**src/fcvt_pkg.sv**
```systemverilog
// Purpose: Shared constants and carrier types for the float-to-integer convert unit.
// Assumes: Single clock, synchronous active-low reset, 32-bit data path.
// Notes: Flag layout follows the status word exception bits.
package fcvt_pkg;
    // Operation codes and the issue slots that may carry them.
    localparam logic [7:0] OPC_ROUND_CONV = 8'h79; // Convert, status-word rounding.
    localparam logic [7:0] OPC_TRUNC_CONV = 8'h15; // Convert, toward zero.
    localparam logic [7:0] OPC_ROUND_FLAGS = 8'h7A; // Flags of the rounding convert.
    localparam logic [2:0] SLOT_A = 3'h1; // First legal slot.
    localparam logic [2:0] SLOT_B = 3'h4; // Second legal slot.
    // Exception flag vector layout.
    localparam int FLAG_W = 6; // Width of the exception field.
    localparam int INX_BIT = 1; // Inexact position.
    localparam int INV_BIT = 4; // Invalid position.
    localparam int IFZ_BIT = 5; // Flush-to-zero position.
    // Rounding modes held in the status word.
    localparam logic [1:0] RM_NEAREST = 2'h0; // Nearest, ties to even.
    localparam logic [1:0] RM_POS = 2'h1; // Toward plus infinity.
    localparam logic [1:0] RM_NEG = 2'h2; // Toward minus infinity.
    localparam logic [1:0] RM_ZERO = 2'h3; // Toward zero.
    // Register map of the plain software port.
    localparam logic [7:0] ADDR_FLAGS = 8'h00; // Sticky exception flags, write one to clear.
    localparam logic [7:0] ADDR_MASK = 8'h04; // Interrupt mask.
    localparam logic [7:0] ADDR_MODE = 8'h08; // Rounding mode.
    localparam logic [FLAG_W-1:0] FLAGS_RESET = 6'h00; // Flags after reset.
    localparam logic [FLAG_W-1:0] MASK_RESET = 6'h00; // Mask after reset.
    localparam logic [1:0] MODE_RESET = RM_NEAREST; // Mode after reset.
    // Single-precision field constants.
    localparam logic [7:0] EXP_MAX = 8'hFF; // Infinity or NaN.
    localparam logic [7:0] EXP_INT = 8'h96; // Exponent where the unit bit sits at bit 0.
    localparam logic [7:0] EXP_OVF = 8'h9E; // Magnitude at least two to the 31.
    localparam logic [7:0] EXP_HALF = 8'h7E; // Below this the value is under one half.
    localparam logic [31:0] INT_MAX = 32'h7FFFFFFF; // Positive saturation.
    localparam logic [31:0] INT_MIN = 32'h80000000; // Negative saturation.
    localparam int LATENCY = 3; // Issue to write-back, in cycles.

    typedef struct packed {
        logic valid; // Operation issued this cycle.
        logic [7:0] opcode; // Operation code.
        logic [2:0] slot; // Issue slot number.
        logic [31:0] operand; // Source operand bits.
        logic guard_used; // A guard register is present.
        logic [31:0] guard; // Guard register value.
        logic [6:0] dest; // Destination register index.
    } issue_t;

    typedef struct packed {
        logic valid; // Destination write this cycle.
        logic [6:0] dest; // Destination register index.
        logic [31:0] data; // Value to write.
    } wb_t;

    typedef struct packed {
        logic [31:0] data; // Integer result.
        logic [FLAG_W-1:0] flags; // Exceptions raised.
    } conv_t;

    typedef struct packed {
        logic valid; // Stage holds an operation.
        logic [7:0] opcode; // Operation code.
        logic en; // Guard allows the write.
        logic [6:0] dest; // Destination index.
        logic [31:0] operand; // Source operand.
        logic [1:0] mode; // Rounding mode in force.
    } stage1_t;

    typedef struct packed {
        logic valid; // Stage holds an operation.
        logic conv; // Operation is a converting one.
        logic en; // Guard allows the write.
        logic [6:0] dest; // Destination index.
        logic [31:0] data; // Value for the destination.
        logic [FLAG_W-1:0] flags; // Exceptions of the conversion.
    } stage2_t;

    typedef struct packed {
        stage1_t s1; // Operand stage.
        stage2_t s2; // Result stage.
        wb_t wb; // Write-back stage.
        logic [FLAG_W-1:0] flags; // Sticky exception flags.
        logic [FLAG_W-1:0] mask; // Interrupt mask.
        logic [1:0] mode; // Rounding mode.
        logic [31:0] rdata; // Read data.
    } state_t;
endpackage : fcvt_pkg

```
**src/float_to_int_convert_unit.sv**
```systemverilog
// Purpose: Float-to-signed-integer convert slice of the floating-point ALU.
// Assumes: Issue and register port signals are synchronous to clk_i.
// Notes: Three-stage pipeline; status flags and write-back change on one edge.
// Contract
// [RULE1] Rounding convert uses status-word rounding mode.
// [RULE2] Truncating convert always rounds toward zero.
// [RULE3] Flags operation returns the rounding-convert exceptions.
// [RULE4] Flags operation never touches status flags.
// [RULE5] Flags operation flushes denormals, sets flush bit.
// [RULE6] Converts flush denormals and raise flush flag.
// [RULE7] Convert exceptions set matching status flags.
// [RULE8] Status flags sticky; only explicit write clears.
// [RULE9] Flag update coincides with destination write.
// [RULE10] Concurrent updates OR into previous flags.
// [RULE11] False guard blocks destination and flags.
// [RULE12] False guard blocks flags operation destination.
// [RULE13] Three-cycle latency, one operand, slots 1, 4.
// [RULE14] Saturate out-of-range, NaN gives zero, invalid.
// [RULE15] Inexact bit 1, invalid bit 4, flush bit 5.
//
// Strobed register access and the placing of the registers were chosen for this implementation.

module float_to_int_convert_unit (
    input wire logic clk_i, // Core clock.
    input wire logic rst_b_i, // Synchronous reset, active low.
    input wire fcvt_pkg::issue_t issue_i, // Issue port.
    input wire logic [fcvt_pkg::FLAG_W-1:0] other_flags_i, // Updates from other units.
    input wire logic [7:0] reg_addr_i, // Register address.
    input wire logic [31:0] reg_wdata_i, // Register write data.
    input wire logic reg_wr_i, // Register write strobe.
    input wire logic reg_rd_i, // Register read strobe.
    output logic [31:0] reg_rdata_o, // Read data, cycle after the strobe.
    output fcvt_pkg::wb_t wb_o, // Destination write-back.
    output logic [fcvt_pkg::FLAG_W-1:0] psw_flags_o, // Status word exception flags.
    output logic irq_o // Unmasked flag set.
);
    import fcvt_pkg::*;

    state_t s_q; // Whole registered state.
    state_t s_d; // Its next value.
    logic accept; // Issue is a legal operation of this unit.
    logic enable; // Guard lets the issue write.
    logic [FLAG_W-1:0] clr; // Flags cleared by software this cycle.
    logic [FLAG_W-1:0] sets; // Flags raised this cycle.
    conv_t cv; // Conversion of the operand stage.

    // Converts one operand; the mode picks the rounding of the discarded fraction.
    function automatic conv_t fcvt(input logic [31:0] a, input logic [1:0] rm);
        logic sgn;
        logic [7:0] ex;
        logic [22:0] fr;
        logic [63:0] ext;
        logic [31:0] ip;
        logic [31:0] fp;
        logic up;
        logic [32:0] mag;
        conv_t r;

        // Split the operand into its fields and clear every working value.
        sgn = a[31];
        ex = a[30:23];
        fr = a[22:0];
        r = '0;
        ext = '0;
        ip = '0;
        fp = '0;
        up = 1'b0;
        mag = '0;

        if (ex == 8'h00) begin
            // Zero or denormal: result zero, a denormal raises flush-to-zero.
            r.flags[IFZ_BIT] = |fr; // [RULE5] [RULE6]
        end else if (ex == EXP_MAX) begin
            // Infinity saturates, NaN yields zero, both invalid.
            r.flags[INV_BIT] = 1'b1; // [RULE14]
            if (fr == 23'h000000) begin
                r.data = sgn ? INT_MIN : INT_MAX;
            end
        end else if (ex >= EXP_OVF) begin
            // Only exactly minus two to the 31 fits here.
            if (sgn && ex == EXP_OVF && fr == 23'h000000) begin
                r.data = INT_MIN;
            end else begin
                r.flags[INV_BIT] = 1'b1; // [RULE14]
                r.data = sgn ? INT_MIN : INT_MAX;
            end
        end else begin
            // A normal value that fits the integer range before rounding.
            if (ex < EXP_HALF) begin
                // Under one half: nothing survives but a sticky remainder.
                fp = 32'h00000001;
            end else begin
                // The hidden one goes in so the binary point sits between the two halves.
                ext = {8'h00, 1'b1, fr, 32'h00000000};
                // Large exponents move the unit bit up, small ones push it into the fraction.
                if (ex >= EXP_INT) begin
                    ext = ext << (ex - EXP_INT);
                end else begin
                    ext = ext >> (EXP_INT - ex);
                end
                ip = ext[63:32];
                fp = ext[31:0];
            end

            // The rounding mode, with the discarded fraction and the sign, decides whether the magnitude steps up by one.
            unique case (rm)
                RM_NEAREST: up = fp[31] && ((|fp[30:0]) || ip[0]); // [RULE1]
                RM_POS: up = (|fp) && !sgn; // [RULE1]
                RM_NEG: up = (|fp) && sgn; // [RULE1]
                RM_ZERO: up = 1'b0; // [RULE2]
            endcase
            // One spare bit keeps a carry out of the top visible.
            mag = {1'b0, ip} + {32'h00000000, up};
            // Rounding up can reach two to the 31, legal only when negative.
            if (mag[31] && !sgn) begin
                r.flags[INV_BIT] = 1'b1; // [RULE14]
                r.data = INT_MAX;
            end else begin
                r.flags[INX_BIT] = |fp; // [RULE15]
                r.data = sgn ? (~mag[31:0] + 32'h00000001) : mag[31:0];
            end
        end

        return r;
    endfunction : fcvt

    // Decode the issue port; other opcodes or slots belong to other units.
    always_comb begin
        accept = issue_i.valid && (issue_i.slot == SLOT_A || issue_i.slot == SLOT_B) && // [RULE13]
            (issue_i.opcode == OPC_ROUND_CONV || issue_i.opcode == OPC_TRUNC_CONV ||
             issue_i.opcode == OPC_ROUND_FLAGS);
        // Without a guard register the operation always writes.
        enable = !issue_i.guard_used || issue_i.guard[0]; // [RULE11] [RULE12]
    end

    // Next-state logic for the pipeline, the flags and the register port.
    always_comb begin
        s_d = s_q;
        cv = fcvt(s_q.s1.operand, s_q.s1.mode);

        // Operand stage: the truncating op forces round toward zero.
        s_d.s1.valid = accept;
        s_d.s1.opcode = issue_i.opcode;
        s_d.s1.en = enable;
        s_d.s1.dest = issue_i.dest;
        s_d.s1.operand = issue_i.operand;
        s_d.s1.mode = (issue_i.opcode == OPC_TRUNC_CONV) ? RM_ZERO : s_q.mode; // [RULE1] [RULE2]

        // Result stage: the flags op returns the vector instead of the integer.
        s_d.s2.valid = s_q.s1.valid;
        s_d.s2.conv = s_q.s1.opcode != OPC_ROUND_FLAGS; // [RULE4]
        s_d.s2.en = s_q.s1.en;
        s_d.s2.dest = s_q.s1.dest;
        s_d.s2.flags = cv.flags;
        if (s_q.s1.opcode == OPC_ROUND_FLAGS) begin
            s_d.s2.data = {{(32 - FLAG_W){1'b0}}, cv.flags}; // [RULE3] [RULE15]
        end else begin
            s_d.s2.data = cv.data;
        end

        // Write-back stage: a false guard suppresses the write entirely.
        s_d.wb.valid = s_q.s2.valid && s_q.s2.en; // [RULE11] [RULE12] [RULE13]
        if (s_q.s2.valid && s_q.s2.en) begin
            s_d.wb.dest = s_q.s2.dest;
            s_d.wb.data = s_q.s2.data;
        end

        // Flag update lands on the same edge as the write-back above.
        clr = '0;
        if (reg_wr_i && reg_addr_i == ADDR_FLAGS) begin
            clr = reg_wdata_i[FLAG_W-1:0]; // [RULE8]
        end
        // Other units report every cycle; their updates merge whatever this unit does.
        sets = other_flags_i; // [RULE10]
        // The flags op only reports its vector, so it never feeds the status word.
        if (s_q.s2.valid && s_q.s2.en && s_q.s2.conv) begin
            sets = sets | s_q.s2.flags; // [RULE7] [RULE9] [RULE11]
        end

        // A set in the clearing cycle wins, so no event is lost.
        s_d.flags = (s_q.flags & ~clr) | sets; // [RULE8] [RULE10]

        // Mask and mode writes.
        if (reg_wr_i && reg_addr_i == ADDR_MASK) begin
            s_d.mask = reg_wdata_i[FLAG_W-1:0];
        end
        if (reg_wr_i && reg_addr_i == ADDR_MODE) begin
            s_d.mode = reg_wdata_i[1:0];
        end

        // Read data stand for one cycle only; unmapped reads give zero.
        s_d.rdata = '0;
        if (reg_rd_i) begin
            unique case (reg_addr_i)
                ADDR_FLAGS: s_d.rdata = {{(32 - FLAG_W){1'b0}}, s_q.flags};
                ADDR_MASK: s_d.rdata = {{(32 - FLAG_W){1'b0}}, s_q.mask};
                ADDR_MODE: s_d.rdata = {30'h00000000, s_q.mode};
                default: s_d.rdata = '0;
            endcase
        end
    end

    // State register; reset empties the pipe and clears the flags.
    always_ff @(posedge clk_i) begin
        if (!rst_b_i) begin
            s_q <= '0;
            // Named reset values are restated so a changed constant still takes effect.
            s_q.flags <= FLAGS_RESET;
            s_q.mask <= MASK_RESET;
            s_q.mode <= MODE_RESET;
        end else begin
            s_q <= s_d;
        end
    end

    // Outputs come straight from the state register.
    assign wb_o = s_q.wb;
    assign psw_flags_o = s_q.flags;
    assign reg_rdata_o = s_q.rdata;
    // A level interrupt: it falls only when the flag is cleared or masked off.
    assign irq_o = |(s_q.flags & s_q.mask);

    // Write-back arrives exactly three cycles after an enabled issue.
    a_latency_three: assert property (@(posedge clk_i) disable iff (!rst_b_i) // [RULE13]
        accept && enable |-> ##3 wb_o.valid)
        else $error("write-back missing three cycles after issue");

    // A false guard produces no write-back.
    a_guard_blocks_wb: assert property (@(posedge clk_i) disable iff (!rst_b_i) // [RULE11] [RULE12]
        accept && !enable |-> ##3 !wb_o.valid)
        else $error("write-back despite false guard");

    // Flags op with no other source adds nothing; only a clearing write may drop a flag.
    a_flags_op_kept: assert property (@(posedge clk_i) disable iff (!rst_b_i) // [RULE4]
        s_q.s2.valid && !s_q.s2.conv && other_flags_i == '0 |=>
        psw_flags_o == ($past(psw_flags_o) & ~$past(clr)))
        else $error("flags operation changed status flags");

    // Without a clearing write no flag ever falls.
    a_sticky_flags: assert property (@(posedge clk_i) disable iff (!rst_b_i) // [RULE8]
        !(reg_wr_i && reg_addr_i == ADDR_FLAGS) |=> (psw_flags_o & $past(psw_flags_o)) == $past(psw_flags_o))
        else $error("sticky flag dropped");

    // Updates from other units always land.
    a_or_merge: assert property (@(posedge clk_i) disable iff (!rst_b_i) // [RULE10]
        1'b1 |=> (psw_flags_o & $past(other_flags_i)) == $past(other_flags_i))
        else $error("concurrent flag update lost");

    // Convert flags appear together with the destination write.
    a_flags_with_wb: assert property (@(posedge clk_i) disable iff (!rst_b_i) // [RULE7] [RULE9]
        s_q.s2.valid && s_q.s2.en && s_q.s2.conv |=>
        wb_o.valid && (psw_flags_o & $past(s_q.s2.flags)) == $past(s_q.s2.flags))
        else $error("convert flags not set with write-back");

    // Truncation of 2.57 gives 2.
    a_trunc_value: assert property (@(posedge clk_i) disable iff (!rst_b_i) // [RULE2]
        accept && enable && issue_i.opcode == OPC_TRUNC_CONV && issue_i.operand == 32'h40247AE1 |->
        ##3 wb_o.data == 32'h00000002)
        else $error("truncating convert wrong");

    // Nearest rounding of -1.51 gives -2.
    a_round_value: assert property (@(posedge clk_i) disable iff (!rst_b_i) // [RULE1]
        accept && enable && issue_i.opcode == OPC_ROUND_CONV && s_q.mode == RM_NEAREST &&
        !(reg_wr_i && reg_addr_i == ADDR_MODE) && issue_i.operand == 32'hBFC147AE |-> ##3 wb_o.data == 32'hFFFFFFFE)
        else $error("rounding convert wrong");

    // A denormal flags vector is just the flush bit.
    a_denorm_vector: assert property (@(posedge clk_i) disable iff (!rst_b_i) // [RULE3] [RULE5] [RULE15]
        accept && enable && issue_i.opcode == OPC_ROUND_FLAGS && issue_i.operand == 32'h00400000 |->
        ##3 wb_o.data == 32'h00000020)
        else $error("flag vector for denormal wrong");

    // A denormal convert writes zero and raises the flush flag.
    a_denorm_conv: assert property (@(posedge clk_i) disable iff (!rst_b_i) // [RULE6]
        accept && enable && issue_i.opcode == OPC_TRUNC_CONV && issue_i.operand == 32'h00400000 |->
        ##3 wb_o.data == 32'h00000000 && psw_flags_o[IFZ_BIT])
        else $error("denormal not flushed");

    // A NaN converts to zero with invalid raised.
    a_nan_zero: assert property (@(posedge clk_i) disable iff (!rst_b_i) // [RULE14]
        accept && enable && issue_i.opcode != OPC_ROUND_FLAGS && issue_i.operand == 32'hFFBFFFFF |->
        ##3 wb_o.data == 32'h00000000 && psw_flags_o[INV_BIT])
        else $error("NaN convert wrong");

    // An issue held back by a false guard.
    c_guarded_conv: cover property (@(posedge clk_i) disable iff (!rst_b_i)
        accept && issue_i.guard_used && !enable);

    // A flags operation reaching write-back.
    c_flags_op: cover property (@(posedge clk_i) disable iff (!rst_b_i)
        accept && issue_i.opcode == OPC_ROUND_FLAGS ##3 wb_o.valid);

    // A flag raised in the same cycle as a clearing write.
    c_set_and_clear: cover property (@(posedge clk_i) disable iff (!rst_b_i)
        reg_wr_i && reg_addr_i == ADDR_FLAGS && sets != '0);

    // A denormal convert arriving with the flush flag.
    c_denorm_flush: cover property (@(posedge clk_i) disable iff (!rst_b_i)
        s_q.s2.valid && s_q.s2.en && s_q.s2.conv && s_q.s2.flags[IFZ_BIT] ##1 wb_o.valid);

    // Two enabled operations issued on consecutive cycles.
    c_back_to_back: cover property (@(posedge clk_i) disable iff (!rst_b_i)
        accept && enable ##1 accept && enable);
endmodule : float_to_int_convert_unit

```
**config.mk**
```make
export PLATFORM = sky130hd
export DESIGN_NAME = float_to_int_convert_unit
export DESIGN_NICKNAME = d
export VERILOG_FILES = /design/src/fcvt_pkg.sv /design/src/float_to_int_convert_unit.sv
export SDC_FILE = /design/constraint.sdc
export NUM_CORES = 1
export LEC_CHECK = 0
export BUFFER_PORTS_ARGS = -buffer_cell sky130_fd_sc_hd__buf_2
export CORE_ASPECT_RATIO = 0.6
export CORE_MARGIN = 10
export CORE_UTILIZATION = 50
export DETAILED_ROUTE_END_ITERATION = 6
export GPL_TIMING_DRIVEN = 0
export HOLD_SLACK_MARGIN = 0.15
export PLACE_DENSITY = 0.72
export REMOVE_ABC_BUFFERS = 1
export SLEW_MARGIN = 25
export SYNTH_ARGS = -nofsm -noshare
export SYNTH_HDL_FRONTEND = slang
export SYNTH_SLANG_ARGS = --single-unit
```
**constraint.sdc**
```tcl
create_clock -name clk_i -period 8.4 [get_ports clk_i]
set_clock_uncertainty 0.05 [all_clocks]
set_input_delay 0.84 -clock clk_i [delete_from_list [all_inputs] [get_ports clk_i]]
set_output_delay 0.84 -clock clk_i [all_outputs]
set_load 0.1 [all_outputs]
```
==> results of run 1 <==
worst min-delay path by stage:
stage / start / end / cells past startpoint / slack, ns
floorplan: s_d[124]$_SDFF_PN0_ / s_q[124]$_SDFF_PN0_ / 1 / 0.36
global placement: s_d[124]$_SDFF_PN0_ / s_q[124]$_SDFF_PN0_ / 1 / 0.36
detailed placement: s_d[126]$_SDFF_PN0_ / s_q[126]$_SDFF_PN0_ / 1 / 0.37
CTS: s_d[129]$_SDFF_PN0_ / s_q[129]$_SDFF_PN0_ / 1 / 0.39
global route: s_d[129]$_SDFF_PN0_ / s_q[129]$_SDFF_PN0_ / 1 / 0.40
finish: s_d[126]$_SDFF_PN0_ / s_q[126]$_SDFF_PN0_ / 1 / 0.38
worst max-delay path, delay by kind of cell (launching register included):
kind                       cells  cell delay [ns]
and+or+nand+nor                7             2.89
AOI/OAI and AO/OA             10             2.32
adders and majority gates      3             1.03
DFF                            1             0.80
muxes                          1             0.61
buffers and inverters          1             0.08
registers in the layout, indices dropped and copies added (netlist names):
register	count
s_q	95
psw_flags_o	6
wb_o	40
s_d	9
reg_rdata_o	6
cells in the final DEF, fill, tap and decap left out, types with 13 or more instances in the layout:
master / Yosys / routed
and3_1: 21 / 21
nand4_1: 16 / 16
buf_2: 18 / 128
or3_1: 13 / 13
nor3_1: 49 / 48
nor2b_1: 24 / 24
inv_1: 22 / 22
a21boi_0: 46 / 46
xnor2_1: 27 / 22
mux2_2: 29 / 29
or4_1: 13 / 13
nand2_1: 165 / 164
o21ai_0: 56 / 55
mux4_2: 32 / 32
nor4_1: 22 / 21
nor2_1: 82 / 80
dfxtp_1: 156 / 153
a21oi_1: 60 / 60
o21a_1: 18 / 18
a31oi_1: 19 / 19
mux2i_1: 78 / 78
conb_1: 1 / 26
a211oi_1: 14 / 14
clkbuf_16: 0 / 18
and2_1: 77 / 76
xor2_1: 17 / 15
nand3_1: 37 / 37
metal layers:
metal	track usage, %	wire length [um]	vias up
met3	7.78	5330	46
met4	5.56	499	0
li1	-	-	5296
met2	32.5	15200	656
met5	0	0	-
met1	35.1	17600	5382
kinds of logic after synthesis:
family	Yosys count
adder cells (fa/ha/maj)	11
buffers and inverters	207
multiplexers	141
XOR/XNOR	44
flip-flops	156
AO/OA/AOI/OAI	342
other	1
AND/OR/NAND/NOR	570
final cells by class:
type,count,share of cell area [%]
clock buffers,21,3.52
flip-flops and latches,156,23.9
multi-input cells,1134,61.4
inverters,24,0.697
well taps,322,3.07
clock inverters,11,1.17
repair buffers,139,6.25
power breakdown:
group	leakage, nW	internal (mW)	switching, mW
Combinational	3.40	0.190	0.350
Sequential	1.28	0.767	0.0435
Clock	0.294	0.489	0.325
repair_timing:
item | in CTS | in global routing
resized for setup | 2 | 0
pin swaps | 0 | 1
buffers inserted | 0 | 1
setup endpoints to repair | 18 | 16
metrics by stage:
stage	cells	hold slack (ns)	worst slack [ns]	utilization, %
6_report	1807	0.382	0.514	54.5
5_1_grt	1807	0.397	0.0178	54.5
4_1_cts	1806	0.385	0.334	54.4
3_5_place_dp	1774	0.371	-0.381	51.8
3_3_place_gp	1765	0.363	-4.49	50.7
2_1_floorplan	1314	0.362	-1.72	-
==> flow_summary_export.csv, run 1 <==
group,metric,value,unit
status,status,"complete, no violations",
sta,fmax,127,MHz
sta,tightest_slew,1.02,ns
synthesis,synth.distinct_cells,94,
cts,cts_buffers,17,
power,p_leak,4.97,nW
placed_design,dpl-instance-area,12500,um^2
synthesis,synthTopCellsByCount,"165 x nand2_1, 156 x dfxtp_1, 85 x buf_4",
routing,via_per_inst,6.30,
critical_path,crit_chain,"ha_1, nor2b_1, nor3_2, nor2_2, mux4_2, a31oi_1, nor3_1, o221ai_1, a31oi_1, a21o_1, a211oi_1, ha_1, ha_1, inv_1, a211oi_4, nand2_2, or4_1, a211oi_2, o22ai_2, nor4_4, a311oi_1, a211oi_1",
routing,drt-initial-drc-count,1512,
power,p_total,2.16,mW
die,io_pins,213,
cells_and_area,final_cell_area,13100,um^2
critical_path,cp_common_cell,"ha_1",
routing,finalWirelength,38700,um
synthesis,synth-simple-area-share,24.7,%
synthesis,async_flop_share,0,%
critical_path,r2r_start,"s_q[161]$_SDFF_PN0_",
cts,cts_num_sinks,156,
placed_design,portBuffers,129,
cts,htreeDepth,4,
die,start_util,50.6,%
synthesis,avgSynthCellArea,8.27,um^2
sta,slew_viol_final,0,
global_route,antenna_found_initial,0,
cells_and_area,nets,1617,
global_route,grt_start_max_net_pins,66,
synthesis,synth-compound-area-share,19.9,%
placed_design,post-dp-hpwl,29800,um
critical_path,r2r_slack,0.51,ns
die,die_h,141,um
cts,cts_hold_buf,0,
critical_path,crit_type,"flip-flop to flip-flop",
cells_and_area,nFillCells,2214,
synthesis,synth-adder-area-share,1.13,%
synthesis,netlist_area,12200,um^2
sta,min_period,7.89,ns
synthesis,yosysMostFrequentCell,"nand2_1",
critical_path,max_stage_delay,0.80,ns
cts,clkTransAtPathRegs,0.06,ns
die,num_rows,44,
placed_design,gp_congestion,1.01,
critical_path,ff2ff_path_depth,22,
cts,clockBufferDepth,2,
synthesis,synth_ff_type,"dfxtp_1",
synthesis,yosysTopAreaCell,"dfxtp_1",
sta,max_slew_margin,31.5,%
cts,ctsRootBufferMaster,"clkbuf_16",
synthesis,ys_seq_elements,156,
synthesis,ys_top_cells_by_area,"dfxtp_1 26%, mux2i_1 6.4%, mux4_2 5.9%",
synthesis,synth_top_family_by_area,"simple AND/OR/NAND/NOR gates",
critical_path,crit_end,"s_q[122]$_SDFF_PP0_",
synthesis,synth.yosys.warnings,0,
sta,grt_setup_unrepaired,"false",
die,fp.dieW,221,um
critical_path,crit_required,8.69,ns
routing,avgRoutedWirePerCell,21.4,um
routing,drc,0,
global_route,grt_pass1_wl,60600,um
critical_path,path_max_fanout,16,
global_route,overflow,0,
synthesis,synth_xor_area_share,3.17,%
cells_and_area,drive_gt1_share,19.0,%
sta,final.period_utilization,93.9,%
synthesis,synth_edf_count,0,
synthesis,synthMuxAreaShare,15.5,%
power,power_density,165,nW/um^2
hold_path,min_path_type,"flip-flop to flip-flop",
power,ir_worst_vdd,108,uV
sta,hold_viol_final,0,
routing,ant_nets,0,
die,die-area,31200,um^2
cells_and_area,multiInputGateArea,8050,um^2
critical_path,cp.arrival,8.17,ns
job,max_cap_violations,0,
critical_path,start_kind,"flip-flop",
cts,cts_tree,"done",
cells_and_area,diodes,0,
cts,insertion_delay,0.44,ns
global_route,grtUsageTotal,23.9,%
synthesis,synth.top_cell.area_share,25.7,%
synthesis,ys_seq_area_share,25.7,%
cells_and_area,ff_latch_area,3130,um^2
cells_and_area,area.growth.synth_to_final,7.75,%
routing,drtPass1Iterations,5,
synthesis,syn_inst,1472,
critical_path,crit_path_start,"s_q[161]$_SDFF_PN0_",
critical_path,rr_endpoint,"s_q[122]$_SDFF_PP0_",
sta,setup_viol,0,
critical_path,cp_slowest_cell,"dfxtp_1",
global_route,grt_pass1_vias,10700,
routing,via_count,11400,
critical_path,end_kind,"flip-flop",
sta,setup_tns,0,ns
die,core,24100,um^2
Note: power is estimated with default switching activity, not from simulation.
==> inputs of run 2 (changes only) <==
--- a/config.mk
+++ b/config.mk
@@ -8,11 +8,10 @@
 export BUFFER_PORTS_ARGS = -buffer_cell sky130_fd_sc_hd__buf_2
 export CORE_ASPECT_RATIO = 0.6
 export CORE_MARGIN = 10
-export CORE_UTILIZATION = 50
+export CORE_UTILIZATION = 36
 export DETAILED_ROUTE_END_ITERATION = 6
 export GPL_TIMING_DRIVEN = 0
 export HOLD_SLACK_MARGIN = 0.15
-export PLACE_DENSITY = 0.72
 export REMOVE_ABC_BUFFERS = 1
 export SLEW_MARGIN = 25
 export SYNTH_ARGS = -nofsm -noshare
==> run 2 against run 1 <==
Net effect:
- design area increased by 1.3%
- critical path depth unchanged
- sequential share of layout area decreased by 0.31 points
- first-iteration DRC count decreased by 24%
- total power decreased by 1.7%
- final cell count increased by 7.7%
==> flow_summary_export.csv, run 2 (synthesized netlist as in run 1, its figures left out) <==
group,metric,value,unit
power,p_total,2.13,mW
status,status,"complete, no violations",
cells_and_area,nFillCells,3484,
die,die-area,41800,um^2
die,start_util,36.3,%
critical_path,end_kind,"flip-flop",
cells_and_area,largest_register_ff_count,95,
cells_and_area,nets,1619,
global_route,grt.met1_usage,28.5,%
global_route,overflow,0,
routing,drt-initial-drc-count,1148,
critical_path,cp.arrival,8.30,ns
routing,avgRoutedWirePerCell,20.9,um
job,max_cap_violations,0,
routing,drtPass1Iterations,6,
routing,via_count,11400,
global_route,grt_start_max_net_pins,67,
cts,cts_hold_buf,0,
routing,via_per_inst,5.84,
die,core,33500,um^2
cts,ctsRootBufferMaster,"clkbuf_16",
global_route,grtUsageTotal,18.9,%
global_route,grtUsageMet3,5.65,%
cts,insertion_delay,0.44,ns
placed_design,gp_congestion,0.993,
cts,htreeDepth,4,
cells_and_area,mostFrequentLayoutCells,"164 x nand2_1, 153 x dfxtp_1, 128 x buf_2, 80 x nor2_1, 78 x mux2i_1",
power,p_leak,4.98,nW
power,power_density,160,nW/um^2
power,ir_worst_vdd,127,uV
cts,cts_num_sinks,156,
cells_and_area,diodes,0,
sta,slew_viol_final,0,
cts,cts_buffers,17,
cells_and_area,stdcell_count,1946,
global_route,grt_pass1_wl,63100,um
placed_design,post-dp-hpwl,31900,um
cells_and_area,top_register,"s_q",
placed_design,placed_cells,1912,
sta,max_slew_margin,27.5,%
routing,finalWirelength,40800,um
placed_design,dpl-instance-area,12600,um^2
placed_design,portBuffers,129,
critical_path,path_max_fanout,16,
critical_path,r2r_slack,0.38,ns
hold_path,min_path_type,"flip-flop to flip-flop",
sta,final.period_utilization,95.5,%
cts,cts_tree,"done",
sta,grt_setup_unrepaired,"false",
critical_path,crit_type,"flip-flop to flip-flop",
sta,fmax,125,MHz
sta,setup_viol,0,
cells_and_area,area.growth.synth_to_final,9.19,%
cells_and_area,final_cell_area,13300,um^2
cells_and_area,layout_commonest_cell,"nand2_1",
die,num_rows,52,
sta,hold_viol_final,0,
die,die_h,162,um
global_route,grt_pass1_vias,10600,
critical_path,crit_required,8.68,ns
sta,min_period,8.02,ns
global_route,top_usage_layer,"met1",
die,fp.dieW,257,um
global_route,met2_usage,25.4,%
sta,tightest_slew,1.08,ns
routing,ant_nets,0,
cts,clkTransAtPathRegs,0.07,ns
routing,drc,0,
die,io_pins,213,
cells_and_area,drive_gt1_share,19.3,%
critical_path,start_kind,"flip-flop",
cts,clockBufferDepth,2,
global_route,antenna_found_initial,0,
[run 2: cell types whose count changed in the layout (fill, tap and decap cells not counted), sizes merged]
cell,before,now
buf,139,141
bufinv,3,0
clkinv,4,7
inv,26,31
clkinvlp,2,1
clkbuf,21,17
[run 2: worst max-delay path, cell delays in order, from the launching register on]
cell and delay, ns:
dfxtp_1 0.78, ha_1 0.68, nand2b_1 0.31, a21boi_1 0.78
nor2_4 0.25, mux4_2 0.52, a31oi_1 0.29, nor3_1 0.10
o221ai_1 0.22, a31oi_1 0.17, a21o_1 0.20, a211oi_1 0.28
ha_1 0.25, ha_1 0.16, inv_1 0.08, a211oi_4 0.33
nand2_2 0.20, or4_1 0.56, a211oi_2 0.32, o22ai_2 0.21
nor4_4 0.72, a311oi_1 0.19, a211oi_1 0.26
[run 2: where the power goes]
group / internal [mW] / switching (mW) / leakage (nW)
Clock: 0.401 / 0.372 / 0.288
Sequential: 0.766 / 0.0439 / 1.28
Combinational: 0.192 / 0.354 / 3.42
Total: 1.36 / 0.770 / 4.98
[run 2: layout make-up]
class	instances	area (um^2)	share of cell area [%]
Sequential cell	156	3130	23.6
Inverter	24	91.3	0.688
Tap cell	459	574	4.32
Clock inverter	15	168	1.26
Timing Repair Buffer	141	842	6.34
Clock buffer	17	425	3.20
Multi-Input combinational cell	1134	8060	60.6
[run 2: final timing paths]
| kind | from | endpoint | cells past startpoint |
|---|---|---|---|
| max | s_q[161]$_SDFF_PN0_ | s_q[122]$_SDFF_PP0_ | 22 |
| max reg2reg | s_q[161]$_SDFF_PN0_ | s_q[122]$_SDFF_PP0_ | 22 |
| min reg2reg | s_d[129]$_SDFF_PN0_ | s_q[129]$_SDFF_PN0_ | 1 |
| min | s_d[129]$_SDFF_PN0_ | s_q[129]$_SDFF_PN0_ | 1 |
[run 2: metrics by stage]
step | hold WS, ns | setup WS, ns | TNS [ns] | utilization [%]
2_1_floorplan | 0.362 | -1.72 | -36.37 | -
3_3_place_gp | 0.363 | -4.81 | -129.87 | 36.9
3_5_place_dp | 0.370 | -0.687 | -9.74 | 37.7
4_1_cts | 0.387 | 0.107 | 0 | 39.6
5_1_grt | 0.396 | 0.0288 | 0 | 39.6
6_report | 0.384 | 0.380 | 0 | 39.6
[run 2: timing repair]
action	4_1_cts	5_1_grt
buffers inserted	0	2
resized for setup	2	2
pin swaps	0	2
gates cloned	0	0
setup endpoints to repair	21	17
[run 2: per-layer routing]
metal	share of wire, %	vias up
met5	0	-
met4	1.0	0
met3	11	31
met2	39	535
met1	49	5509
li1	-	5299
